$ cat config.mk
export PLATFORM = sky130hd
export DESIGN_NAME = gwa_top
export DESIGN_NICKNAME = d
export VERILOG_FILES = /design/src/core/gwa_pkg.sv /design/src/core/gwa_top.sv
export VERILOG_INCLUDE_DIRS = /design/src /design/src/core
export SDC_FILE = /design/constraint.sdc
export NUM_CORES = 1
export LEC_CHECK = 0
export ABC_CLOCK_PERIOD_IN_PS = 10200
export BUFFER_PORTS_ARGS = -buffer_cell sky130_fd_sc_hd__buf_2
export CAP_MARGIN = 20
export CORE_UTILIZATION = 30
export CTS_BUF_LIST = sky130_fd_sc_hd__clkbuf_8
export CTS_CLUSTER_SIZE = 40
export DETAILED_ROUTE_END_ITERATION = 8
export HOLD_SLACK_MARGIN = 0.05
export PLACE_DENSITY = 0.57
export SETUP_SLACK_MARGIN = 0.02
export SYNTH_ARGS = -nofsm -noshare
export SYNTH_HDL_FRONTEND = slang
export SYNTH_SLANG_ARGS = --single-unit
$ cat constraint.sdc
create_clock -name clock -period 10.2 [get_ports clock]
set_input_delay 2.04 -clock clock [delete_from_list [all_inputs] [get_ports clock]]
set_output_delay 2.04 -clock clock [all_outputs]
set_load 0.02 [all_outputs]
$ cat src/core/gwa_regs.svh
// Command codes, field positions, reset values and timing figures for the
// window addressing, scroll and tearing block. Definitions only.
`ifndef GWA_REGS_SVH
`define GWA_REGS_SVH

// Command opcodes
`define GWA_OP_SLEEP_IN 8'h10
`define GWA_OP_SLEEP_OUT 8'h11
`define GWA_OP_PARTIAL_ON 8'h12
`define GWA_OP_NORMAL_ON 8'h13
`define GWA_OP_COL_WIN 8'h2a
`define GWA_OP_PAGE_WIN 8'h2b
`define GWA_OP_MEM_WR 8'h2c
`define GWA_OP_MEM_RD 8'h2e
`define GWA_OP_PART_AREA 8'h30
`define GWA_OP_SCROLL_DEF 8'h33
`define GWA_OP_TE_OFF 8'h34
`define GWA_OP_TE_ON 8'h35
`define GWA_OP_ACCESS_CTL 8'h36
`define GWA_OP_SCROLL_START 8'h37
`define GWA_OP_IDLE_OFF 8'h38
`define GWA_OP_IDLE_ON 8'h39

// Access control and tearing mode parameter bit positions
`define GWA_BIT_ROW_MIRROR 7
`define GWA_BIT_COL_MIRROR 6
`define GWA_BIT_EXCHANGE 5
`define GWA_BIT_SCAN_FLIP 4
`define GWA_BIT_RB_SWAP 3
`define GWA_BIT_TE_MODE 0

// Resolution select codes
`define GWA_GM_128 2'h1
`define GWA_GM_160 2'h3

// Mirror bases and line counts
`define GWA_COL_TOP 16'h007f
`define GWA_PAGE_TOP_128 16'h007f
`define GWA_PAGE_TOP_160 16'h00a1
`define GWA_LINES_128 16'h0080
`define GWA_LINES_160 16'h00a0
`define GWA_FRAME_LINES 16'h00b5

// Reset values of windows and areas
`define GWA_RST_END_COL 16'h007f
`define GWA_RST_END_PAGE 16'h009f
`define GWA_RST_SCROLL_AREA 16'h00a0

// Timing: clock rate, frame rate, least vertical blank high time
`define GWA_CLK_HZ 250000000
`define GWA_FRAME_HZ 60
`define GWA_TVDH_MIN_US 1000
`define GWA_LINE_CYCLES (`GWA_CLK_HZ / (`GWA_FRAME_HZ * 181))
`define GWA_TVDH_MIN_CYCLES ((`GWA_TVDH_MIN_US * (`GWA_CLK_HZ / 1000000)))
`define GWA_HPULSE_CYCLES 16'h0010

`endif

$ cat src/core/gwa_pkg.sv
// Types shared by the window addressing, scroll and tearing block.
// Assumes the constants header is included by the design file.
package gwa_pkg;

  typedef struct packed {
    logic row_mirror;
    logic column_mirror;
    logic row_column_exchange;
    logic scan_order_flip;
    logic rb_swap;
  } gwa_access_t;

  typedef struct packed {
    logic [5:0] r;
    logic [5:0] g;
    logic [5:0] b;
  } gwa_pixel_t;

  typedef struct packed {
    logic [7:0] opcode;
    logic [15:0] p0;
    logic [15:0] p1;
    logic [15:0] p2;
  } gwa_cmd_t;

  typedef struct packed {
    logic [6:0] col;
    logic [7:0] page;
  } gwa_addr_t;

  typedef enum logic [2:0] {
    GWA_DISP_NORMAL = 3'b001,
    GWA_DISP_PARTIAL = 3'b010,
    GWA_DISP_SCROLL = 3'b100
  } gwa_disp_t;

  typedef enum logic [1:0] {
    GWA_ACC_WRITE = 2'b01,
    GWA_ACC_READ = 2'b10
  } gwa_acc_t;

  typedef enum logic [4:0] {
    GWA_PWR_FULL = 5'b00001,
    GWA_PWR_PARTIAL = 5'b00010,
    GWA_PWR_FULL_IDLE = 5'b00100,
    GWA_PWR_PARTIAL_IDLE = 5'b01000,
    GWA_PWR_SLEEP = 5'b10000
  } gwa_power_t;

endpackage

$ cat src/core/gwa_top.sv
// Display memory address counter, panel line timing and tearing output,
// with a pixel FIFO in front of the memory write port.
// Assumes commands arrive already decoded on the same clock, one per cycle.
//
// Overview of operation
// - Step address one pixel per memory access
// - Keep counter inside the programmed window
// - Memory write/read reloads start column, page
// - Each pixel advances column, page stays
// - Column past end: reload, next page
// - Page past end: reload both counters
// - 160 lines: mirror page 161, column 127
// - Exchange swaps column and page windows
// - 128 lines: mirror both as 127 minus
// - Normal view: columns 0-127, pages 0-159
// - Access bits: D7 D6 D5 D4 D3 mapping
// - Scan flip reverses gate scan order
// - Red/blue bit swaps sub-pixel order
// - Scroll start enters vertical scroll mapping
// - Partial mode shows only start-end rows
// - Tearing output on/off with mode
// - Mode 0: high blank lines, low active; mode 1 adds line start pulses
// - Blank high time at least 1000 us
// - Idle mode reduces to eight colours
// - Sleep stops timing, keeps memory access
// - Commands move among five power levels
`timescale 1ns/1ps
`include "gwa_regs.svh"

// Pixel FIFO with registered full and empty flags
module gwa_fifo #(
  parameter int W = 18,
  parameter int D = 8
) (
  input wire logic clock, // System clock
  input wire logic rst_n, // Synchronous reset, active low
  input wire logic in_valid, // Write side valid
  input wire logic [W-1:0] in_data, // Write side data
  output logic in_ready, // Write side ready
  input wire logic out_ready, // Read side ready
  output logic out_valid, // Read side valid
  output logic [W-1:0] out_data // Read side data
);
  localparam int AW = (D > 1) ? $clog2(D) : 1;
  localparam int CW = $clog2(D + 1);

  typedef struct packed {
    logic [D-1:0][W-1:0] mem;
    logic [AW-1:0] wp;
    logic [AW-1:0] rp;
    logic [CW-1:0] cnt;
    logic full;
    logic empty;
  } gwa_fifo_st_t;

  gwa_fifo_st_t s_q;
  gwa_fifo_st_t s_d;
  logic push;
  logic pop;

  assign push = in_valid & ~s_q.full;
  assign pop = out_ready & ~s_q.empty;
  assign in_ready = ~s_q.full;
  assign out_valid = ~s_q.empty;
  assign out_data = s_q.mem[s_q.rp];

  // Pointer and count update
  always_comb
  begin
    s_d = s_q;
    if (push)
    begin
      s_d.mem[s_q.wp] = in_data;
      s_d.wp = (s_q.wp == AW'(D - 1)) ? '0 : s_q.wp + 1'b1;
    end
    if (pop)
    begin
      s_d.rp = (s_q.rp == AW'(D - 1)) ? '0 : s_q.rp + 1'b1;
    end
    s_d.cnt = s_q.cnt + CW'(push) - CW'(pop);
    s_d.full = (s_d.cnt == CW'(D));
    s_d.empty = (s_d.cnt == '0);
  end

  // State register
  always_ff @(posedge clock)
  begin
    if (!rst_n)
    begin
      s_q <= '0;
      s_q.empty <= 1'b1;
    end
    else
    begin
      s_q <= s_d;
    end
  end
endmodule

module gwa_top #(
  parameter int LINE_CYCLES = `GWA_LINE_CYCLES,
  parameter int TVDH_CYCLES = `GWA_TVDH_MIN_CYCLES,
  parameter int FIFO_DEPTH = 8
) (
  input wire logic clock, // System clock, 250 MHz
  input wire logic rst_n, // Synchronous reset, active low
  input wire logic [1:0] resolution_select, // Panel line setting
  input wire logic cmd_valid, // Command strobe
  input wire gwa_pkg::gwa_cmd_t cmd, // Opcode and parameters
  input wire logic pix_valid, // Write pixel valid
  input wire gwa_pkg::gwa_pixel_t pix_data, // Write pixel
  output logic pix_ready, // FIFO has room
  input wire logic rd_req, // Read one pixel
  input wire logic gram_ready, // Memory accepts access
  output logic gram_we, // Memory write pulse
  output logic gram_re, // Memory read pulse
  output gwa_pkg::gwa_addr_t gram_addr, // Physical address
  output gwa_pkg::gwa_pixel_t gram_wdata, // Write data
  input wire gwa_pkg::gwa_pixel_t disp_pixel, // Pixel fetched for panel
  output gwa_pkg::gwa_pixel_t src_pixel, // Pixel to source drivers
  output logic [7:0] scan_row, // Row address being scanned
  output logic [7:0] mem_row, // Memory page to display
  output logic row_shown, // Current line is displayed
  output logic tearing_effect, // Tearing effect to host
  output logic panel_en, // Oscillator and panel drive run
  output gwa_pkg::gwa_power_t power_level // Current power level
);
  import gwa_pkg::*;

  typedef struct packed {
    gwa_access_t acc;
    logic [15:0] sc;
    logic [15:0] ec;
    logic [15:0] sp;
    logic [15:0] ep;
    logic [15:0] col;
    logic [15:0] page;
    gwa_acc_t mode;
    gwa_disp_t disp;
    logic sleep;
    logic idle;
    logic te_en;
    logic te_mode;
    logic [15:0] sr;
    logic [15:0] er;
    logic [15:0] top_fixed_lines;
    logic [15:0] scroll_area_lines;
    logic [15:0] bfa;
    logic [15:0] scroll_start_line;
    logic [15:0] line;
    logic [31:0] cyc;
    logic [31:0] hi_cnt;
    logic we;
    logic re;
    gwa_addr_t addr;
    gwa_pixel_t wdata;
    gwa_pixel_t src;
    logic [7:0] scan;
    logic [7:0] mrow;
    logic shown;
    logic te;
    logic panel;
    gwa_power_t power;
  } gwa_state_t;

  gwa_state_t s_q;
  gwa_state_t s_d;
  logic fifo_valid;
  logic fifo_pop;
  logic [17:0] fifo_data;
  logic pix_ready_q;

  // Returns top minus value when mirrored
  function automatic logic [15:0] mirror(input logic [15:0] v, input logic [15:0] top,
                                         input logic en);
    mirror = en ? (top - v) : v;
  endfunction

  // Logical column/page to physical memory address
  function automatic gwa_addr_t map_addr(input logic [15:0] c, input logic [15:0] p,
                                         input gwa_access_t a, input logic gm160);
    logic [15:0] to_col;
    logic [15:0] to_page;
    logic [15:0] ptop;
    logic [15:0] pc;
    logic [15:0] pp;
    to_col = a.row_column_exchange ? p : c;
    to_page = a.row_column_exchange ? c : p;
    ptop = gm160 ? `GWA_PAGE_TOP_160 : `GWA_PAGE_TOP_128;
    pc = mirror(to_col, `GWA_COL_TOP, a.column_mirror);
    pp = mirror(to_page, ptop, a.row_mirror);
    map_addr.col = pc[6:0];
    map_addr.page = pp[7:0];
  endfunction

  gwa_fifo #(
    .W(18),
    .D(FIFO_DEPTH)
  ) u_fifo (
    .clock(clock),
    .rst_n(rst_n),
    .in_valid(pix_valid),
    .in_data(pix_data),
    .in_ready(pix_ready_q),
    .out_ready(fifo_pop),
    .out_valid(fifo_valid),
    .out_data(fifo_data)
  );

  // FIFO full flag is registered inside the FIFO
  assign pix_ready = pix_ready_q;
  assign fifo_pop = (s_q.mode == GWA_ACC_WRITE) & fifo_valid & gram_ready;

  // Next-state logic
  always_comb
  begin
    logic gm160;
    logic go;
    logic vblank;
    logic [15:0] lines;
    logic [15:0] srow;
    logic [15:0] mr;
    logic [15:0] scroll_end;
    logic [15:0] col_n;
    logic [15:0] page_n;
    logic in_part;
    gm160 = 1'b0;
    go = 1'b0;
    vblank = 1'b0;
    lines = '0;
    srow = '0;
    mr = '0;
    scroll_end = '0;
    col_n = '0;
    page_n = '0;
    in_part = 1'b0;
    s_d = s_q;
    s_d.we = 1'b0;
    s_d.re = 1'b0;
    gm160 = (resolution_select == `GWA_GM_160);
    lines = gm160 ? `GWA_LINES_160 : `GWA_LINES_128;

    go = fifo_pop | ((s_q.mode == GWA_ACC_READ) & rd_req & gram_ready);
    if (go)
    begin
      s_d.addr = map_addr(s_q.col, s_q.page, s_q.acc, gm160);
      s_d.wdata = gwa_pixel_t'(fifo_data);
      s_d.we = fifo_pop;
      s_d.re = ~fifo_pop;
      col_n = s_q.col + 16'h0001;
      page_n = s_q.page;
      if (col_n > s_q.ec)
      begin
        col_n = s_q.sc;
        page_n = s_q.page + 16'h0001;
      end
      if (page_n > s_q.ep)
      begin
        col_n = s_q.sc;
        page_n = s_q.sp;
      end
      s_d.col = col_n;
      s_d.page = page_n;
    end

    // Command decode
    if (cmd_valid)
    begin
      case (cmd.opcode)
        `GWA_OP_SLEEP_IN: s_d.sleep = 1'b1;
        `GWA_OP_SLEEP_OUT: s_d.sleep = 1'b0;
        `GWA_OP_IDLE_ON: s_d.idle = 1'b1;
        `GWA_OP_IDLE_OFF: s_d.idle = 1'b0;
        `GWA_OP_PARTIAL_ON: s_d.disp = GWA_DISP_PARTIAL;
        `GWA_OP_NORMAL_ON: s_d.disp = GWA_DISP_NORMAL;
        `GWA_OP_COL_WIN:
        begin
          s_d.sc = cmd.p0;
          s_d.ec = cmd.p1;
        end
        `GWA_OP_PAGE_WIN:
        begin
          s_d.sp = cmd.p0;
          s_d.ep = cmd.p1;
        end
        `GWA_OP_MEM_WR:
        begin
          s_d.col = s_q.sc;
          s_d.page = s_q.sp;
          s_d.mode = GWA_ACC_WRITE;
        end
        `GWA_OP_MEM_RD:
        begin
          s_d.col = s_q.sc;
          s_d.page = s_q.sp;
          s_d.mode = GWA_ACC_READ;
        end
        `GWA_OP_PART_AREA:
        begin
          s_d.sr = cmd.p0;
          s_d.er = cmd.p1;
        end
        `GWA_OP_SCROLL_DEF:
        begin
          s_d.top_fixed_lines = cmd.p0;
          s_d.scroll_area_lines = cmd.p1;
          s_d.bfa = cmd.p2;
        end
        `GWA_OP_TE_OFF: s_d.te_en = 1'b0;
        `GWA_OP_TE_ON:
        begin
          s_d.te_en = 1'b1;
          s_d.te_mode = cmd.p0[`GWA_BIT_TE_MODE];
        end
        `GWA_OP_ACCESS_CTL:
        begin
          s_d.acc.row_mirror = cmd.p0[`GWA_BIT_ROW_MIRROR];
          s_d.acc.column_mirror = cmd.p0[`GWA_BIT_COL_MIRROR];
          s_d.acc.row_column_exchange = cmd.p0[`GWA_BIT_EXCHANGE];
          s_d.acc.scan_order_flip = cmd.p0[`GWA_BIT_SCAN_FLIP];
          s_d.acc.rb_swap = cmd.p0[`GWA_BIT_RB_SWAP];
        end
        `GWA_OP_SCROLL_START:
        begin
          s_d.scroll_start_line = cmd.p0;
          s_d.disp = GWA_DISP_SCROLL;
        end
        default: ;
      endcase
    end

    // sleep halts line timing and panel
    if (s_q.sleep)
    begin
      s_d.cyc = '0;
      s_d.line = '0;
      s_d.hi_cnt = '0;
    end
    else if (s_q.cyc == 32'(LINE_CYCLES - 1))
    begin
      s_d.cyc = '0;
      // hold last blank line until least high time met
      if (s_q.line == `GWA_FRAME_LINES - 16'h0001)
      begin
        if (s_q.hi_cnt >= 32'(TVDH_CYCLES))
        begin
          s_d.line = '0;
        end
      end
      else
      begin
        s_d.line = s_q.line + 16'h0001;
      end
    end
    else
    begin
      s_d.cyc = s_q.cyc + 32'h1;
    end
    s_d.panel = ~s_q.sleep;

    // blank lines follow the active lines
    vblank = (s_q.line >= lines);
    s_d.hi_cnt = (vblank && !s_q.sleep) ? s_q.hi_cnt + 32'h1 : '0;
    // high in blank; on active lines low, or a start pulse in mode 1
    s_d.te = s_q.te_en & ~s_q.sleep & (vblank | (s_q.te_mode & (s_q.cyc < 32'(`GWA_HPULSE_CYCLES))));

    srow = mirror(s_q.line, lines - 16'h0001, s_q.acc.scan_order_flip);
    mr = srow;
    in_part = (s_q.sr <= s_q.er) ? (srow >= s_q.sr && srow <= s_q.er)
                                 : (srow >= s_q.sr || srow <= s_q.er);
    scroll_end = s_q.top_fixed_lines + s_q.scroll_area_lines;
    s_d.shown = ~vblank & ~s_q.sleep;
    unique case (s_q.disp)
      GWA_DISP_NORMAL: mr = srow;
      GWA_DISP_PARTIAL: s_d.shown = ~vblank & ~s_q.sleep & in_part;
      // scroll area rotates by start line
      GWA_DISP_SCROLL:
      begin
        if (srow >= s_q.top_fixed_lines && srow < scroll_end)
        begin
          mr = s_q.scroll_start_line + (srow - s_q.top_fixed_lines);
          if (mr >= scroll_end)
          begin
            mr = mr - s_q.scroll_area_lines;
          end
        end
      end
    endcase
    s_d.scan = srow[7:0];
    s_d.mrow = mr[7:0];

    s_d.src = disp_pixel;
    if (s_q.acc.rb_swap)
    begin
      s_d.src.r = disp_pixel.b;
      s_d.src.b = disp_pixel.r;
    end
    // idle keeps one bit per channel
    if (s_q.idle)
    begin
      s_d.src.r = {6{s_d.src.r[5]}};
      s_d.src.g = {6{s_d.src.g[5]}};
      s_d.src.b = {6{s_d.src.b[5]}};
    end

    if (s_q.sleep)
    begin
      s_d.power = GWA_PWR_SLEEP;
    end
    else if (s_q.disp == GWA_DISP_PARTIAL)
    begin
      s_d.power = s_q.idle ? GWA_PWR_PARTIAL_IDLE : GWA_PWR_PARTIAL;
    end
    else
    begin
      s_d.power = s_q.idle ? GWA_PWR_FULL_IDLE : GWA_PWR_FULL;
    end
  end

  // State register
  always_ff @(posedge clock)
  begin
    if (!rst_n)
    begin
      s_q <= '0;
      s_q.mode <= GWA_ACC_WRITE;
      s_q.disp <= GWA_DISP_NORMAL;
      s_q.power <= GWA_PWR_SLEEP;
      s_q.sleep <= 1'b1;
      s_q.ec <= `GWA_RST_END_COL;
      s_q.ep <= `GWA_RST_END_PAGE;
      s_q.er <= `GWA_RST_END_PAGE;
      s_q.scroll_area_lines <= `GWA_RST_SCROLL_AREA;
    end
    else
    begin
      s_q <= s_d;
    end
  end

  assign gram_we = s_q.we;
  assign gram_re = s_q.re;
  assign gram_addr = s_q.addr;
  assign gram_wdata = s_q.wdata;
  assign src_pixel = s_q.src;
  assign scan_row = s_q.scan;
  assign mem_row = s_q.mrow;
  assign row_shown = s_q.shown;
  assign tearing_effect = s_q.te;
  assign panel_en = s_q.panel;
  assign power_level = s_q.power;
endmodule

=== Word level (Yosys, flattened, before mapping) ===
Cells that the tools add are included.

* ROM bits: 0
* Output and inout bits: 78
* Input bits: 100
* Bits in latches: 0
* Logic and storage cells: 204
* Register bits after elaboration: 519
* Memory bits (writable): 0
* Memories kept: 0

* Add/subtract/negate cells: 17
* Reductions and logical operators: 29
* Shift-type cells: 0
* Divide/modulo/power cells: 0
* Muxes and demuxes: 43
* Equal/unequal tests: 27
* Multipliers: 0
* Order comparisons: 14
* Bitwise gates (word level): 19

{| class="wikitable"
|+ Operators with widths
! operator !! number
|-
| bitwise mux 144 bit || 1
|-
| two-way mux 16 bit || 9
|-
| two-way mux 137 bit || 1
|-
| == test 8 x 6 -> 1 bit (second input constant) || 12
|-
| case mux 34 bit (2 select lines) || 1
|-
| adder 32 x 1 -> 32 bit (second input constant) || 2
|-
| two-way mux 32 bit || 2
|-
| binary-select mux 18 bit (select 3 bit) || 1
|-
| demux 18 bit (select 3 bit) || 1
|-
| adder 16 x 1 -> 16 bit (second input constant) || 3
|-
| greater-or-equal comparator 16 bit || 3
|-
| two-way mux 48 bit || 1
|-
| two-way mux 8 bit || 6
|-
| two-way mux 18 bit || 2
|-
| adder 16 bit || 2
|-
| == test 32 x 15 -> 1 bit (second input constant) || 1
|-
| == test 8 x 5 -> 1 bit (second input constant) || 4
|-
| greater-or-equal comparator 32 x 18 -> 1 bit (second input constant) || 1
|-
| greater-than comparator 16 bit || 2
|-
| less-or-equal comparator 16 bit || 2
|-
| < comparator 32 x 5 -> 1 bit (second input constant) || 1
|-
| subtractor 16 bit || 2
|-
| AND reduction 2 bit || 15
|-
| two-way mux 6 bit || 3
|-
| other kinds (35) || 71
|}

=== Depth between registers and ports, before layout ===
* Depth after elaboration: 11
* Gate-level depth with buffers: 27
* Depth with buffers taken out: 25

=== Cells and area by module ===
Synthesis repeated with hierarchy kept, for this count alone.

* Cell total of the unflattened synthesis: 3312
* Area, all modules: 27435.1 um^2

{| class="wikitable"
|+ By module, submodules not included
! module !! sequential area each (um^2) !! instances !! cells an instance !! area each (um^2)
|-
| gwa_top || 6946.7 || 1 || 2500 || 20165.6
|-
| gwa_fifo || 3123.0 || 1 || 812 || 7269.5
|}

=== Worst setup path before layout ===
OpenSTA, ideal clock, no wires.

* Path type: input -> register
* Start point: input resolution_select[0]
* End point: register s_q (netlist bit mem_row[0])
* Buffers on the path: 2
* Data required time: 10130 ps
* Slack: 2896 ps
* Arrival: 7233 ps
* Stages: 27
* Library setup time: 70 ps
* Cell sequence: nand2_1 ha_1 o21a_1 o21ai_0 and3b_1 clkbuf_1 xnor2_1 fa_1 inv_1 ha_1 and3_1 a21oi_1 o21ai_0 o41ai_1 o21bai_1 a21oi_1 xnor2_1 ha_1 a21o_1 a21o_1 a21oi_1 o21ai_0 a21oi_1 clkbuf_1 mux2i_1 nand2_1 a21oi_1

* Longest elaborated chain between the ends: 11
* Elaborated cells between the ends (all ways): 14
* Classes of those cells: add/sub: 4; order compare: 3; eq/ne: 1; mux: 5; reduce/logical: 1

{| class="wikitable"
|+ Ends and longest elaborated chain
! element !! RTL line !! RTL
|-
| from (decl) || gwa_top.sv:107 || <nowiki>input wire logic [1:0] resolution_select,</nowiki>
|-
| == test 2 bit (no line) (*) || n/a ||
|-
| two-way mux 6 bit (no line) (*) || n/a ||
|-
| subtractor 8 x 1 -> 9 bit (*) || gwa_top.sv:367 || <nowiki>srow = mirror(s_q.line, lines - 16'h0001, s_q.acc.scan_order_flip);</nowiki>
|-
| subtractor 16 bit (*) || gwa_top.sv:176 || <nowiki>mirror = en ? (top - v) : v;</nowiki>
|-
| two-way mux 16 bit (*) || gwa_top.sv:176 ||
|-
| subtractor 16 bit || gwa_top.sv:381 || <nowiki>mr = s_q.scroll_start_line + (srow - s_q.top_fixed_lines);</nowiki>
|-
| adder 16 bit || gwa_top.sv:381 ||
|-
| greater-or-equal comparator 16 bit || gwa_top.sv:382 || <nowiki>if (mr >= scroll_end)</nowiki>
|-
| two-way mux 8 bit || gwa_top.sv:382 ||
|-
| two-way mux 8 bit (*) || gwa_top.sv:379 || <nowiki>if (srow >= s_q.top_fixed_lines && srow < scroll_end)</nowiki>
|-
| two-way mux 8 bit (*) || gwa_top.sv:373 || <nowiki>unique case (s_q.disp)</nowiki>
|-
| to (decl) || gwa_top.sv:166 || <nowiki>gwa_state_t s_q;</nowiki>
|}

Mark *: on every way between the ends. The rest lies on a longest branch, timed or not.
A chain may end at the register's enable or synchronous reset.

=== Worst setup path in the final report ===
Same ends and word-level chain as after synthesis.

==> results.ini <==
[route]
wire_per_inst_um = 18.31
postRouteAntennaNets = 0
vias_per_cell = 4.939
vias = 22520
drt_first_pass_iters = 7
drc_errors = 25
finalWirelength_um = 83480
drt_iter0_markers = 1421

[sta]
fin_ws_ps = 2723
skew_ps = 52.05
whs_ps = 434.3
drv_slew = 0
rsz0062_at_grt = false
layout_min_cycle_time_ps = 7477
setup_violations = 0
worstMarginPinSlew_ps = 1136
tns_ps = 0
hold_viol = 0
timing.final.crit_share_pct = 73.31
clock.fmax_ghz = 0.1337
maxSlewHeadroom_pct = 24.03

[clock_network]
clk_pin_slew_ps = 60
cts_made_buffers = 90
post_cts_buffers = 0
cts.sinks = 503
clockBufferDepth = 3
cts_htree_levels = 3
cts_resized = 0
clk_latency_ps = 710
cts-root-buf = clkbuf_8
cts_tree = built
postCtsHoldBufs = 0

[synthesis]
synth-seq-cells = 503
synthFlopType = dfxtp_1
yosysWarnings = 0
ys_seq_area_share_pct = 37.56
async_flop_share_pct = 0
syn-cell-area_um2 = 26810
syn_nets = 3583
synth_edf_count = 0
ys_types = 77
synthCells = 3275
syn_area_per_cell_um2 = 8.185

[placement]
numPortBuffers = 161
place_ws_ps = 1539
gp_congestion = 0.8685
postPlaceCellArea_um2 = 28300
dp.cells = 4396
hpwl_um = 57500

[pwr]
p_seq_share_pct = 42.5
p_leak_nw = 11.59
clkPwrFrac_pct = 40.3
vdd_drop_max_mv = 0.1080
power_mw = 5.048
power_frac_comb_pct = 17.3
swShare_pct = 30.43
switching_power_mw = 1.536
p_per_area_nw_per_um2 = 166.8
p_int_mw = 3.512

[global_route]
grt_first_pass_wirelength_um = 127500
track_usage_pct = 18.21
first_global_vias = 21240
grt_antenna_before_repair = 12
grt_overflow = 0
grt_max_degree = 161

[layout]
drive_gt1_share_pct = 12.48
syn_to_final_growth_pct = 12.88
regArea_um2 = 10070
final_cell_mix = nand2_1 (689), dfxtp_1 (501), a21oi_1 (391)
fin_cells = 4559
final_util_pct = 34.19
final_common_cell = nand2_1
final_area_um2 = 30260
nets = 3633
fillers = 9290
multi_input_area_um2 = 15040

[worst_setup_path]
critical_path_class = in -> reg
start_kind = input pin
slowest_stage = o41ai_1
path_common_cell = a21oi_1
critical_path_arrival_ps = 8100
end_kind = register
crit_required_ps = 10820
cpPeakStageDelay_ps = 590
crit_fanout = 11

[floorplan]
ios = 178
start_util_pct = 30.29
die_y_um = 300.9
core_um2 = 88510
rows = 109
die-area_um2 = 90560
dieWidth_um = 300.9

[run_status]
status = complete, but fails checks
violations = design-rule violations

[flow_run]
cap_violations = 0

[min_path]
hp-class = reg -> reg

[worst max-delay path, delay by kind of cell]
family / cells / cell delay (ps)
AO/OA/AOI/OAI: 13 / 2520
XOR/XNOR: 2 / 300
adder cells (fa/ha/maj): 4 / 1650
buffers and inverters: 3 / 340
multiplexers: 1 / 190
AND/OR/NAND/NOR: 4 / 1040
[final cells by class]
cell class                 instances  area share [%]
multi-input combinational       2375           49.72
sequential                       503           33.29
clock buffer                     111           5.049
tap                             1165           4.817
timing repair buffer             205           3.945
inverter                         150           1.886
clock inverter                    45           1.257
antenna                            5         0.04135
[flip-flops by register name (all words and copies together) (netlist names)]
register,flops
s_q,270
u_fifo.s_q,156
gram_wdata,18
src_pixel,18
gram_addr,15
mem_row,8
scan_row,8
power_level,5
gram_re,1
gram_we,1
panel_en,1
row_shown,1
tearing_effect,1
[final timing paths]
check                  startpoint          to  slack, ps  depth (start not counted)
max reg2reg              s_q[278]    s_q[293]       3440                         21
min reg2reg              s_q[109]    s_q[109]        430                          1
min                      s_q[109]    s_q[109]        430                          1
max          resolution_select[0]  mem_row[0]       2720                         27
[synthesized netlist by cell type (all sizes together) (46+ instances only)]
cell type  number  area share (%)
xnor2          90             2.9
xor2           69             2.3
nand3          63             1.2
nand2         689             9.6
inv           150             2.1
a21oi         391             7.3
nor2          244             3.4
o21ai          72             1.4
buf            94             2.4
dfxtp         503              38
clkbuf        153             2.2
a211oi         46             1.3
mux2i          58             2.2
ha            189             8.8
[metal layers]
| metal | vias to the layer above | wire [um] | part of all wire, % | track usage [%] |
|---|---|---|---|---|
| li1 | 11220 | - | - | - |
| met1 | 10620 | 36930 | 44 | 23.69 |
| met2 | 545 | 38800 | 46 | 29.84 |
| met3 | 131 | 5668 | 6.8 | 4.286 |
| met4 | 12 | 2016 | 2.4 | 5.270 |
| met5 | - | 71 | 0.085 | 0 |
[power groups by stage]
| stage | clock (mW) | sequential [mW] | combinational [mW] |
|---|---|---|---|
| floorplan | 0 | 2.14 | 0.654 |
| global placement | 0 | 2.19 | 0.859 |
| detailed placement | 0 | 2.19 | 0.866 |
| CTS | 2.09 | 2.15 | 0.870 |
| global route | 2.18 | 2.16 | 0.961 |
| finish | 2.03 | 2.14 | 0.872 |
[logic make-up (layout without fill, tap and decap cells)]
| family | count (synthesis) | count (layout) | share of synthesized area, % |
|---|---|---|---|
| buffers and inverters | 397 | 511 | 6.679 |
| adders and majority gates | 208 | 208 | 10.24 |
| AOI/OAI and AO/OA | 661 | 661 | 14.56 |
| and+or+nand+nor | 1249 | 1249 | 20.40 |
| xor gates and xnor gates | 159 | 159 | 5.195 |
| other | 0 | 5 | 0 |
| muxes | 98 | 98 | 5.358 |
| DFF | 503 | 503 | 37.56 |
Power figures use the tool's default switching activity.
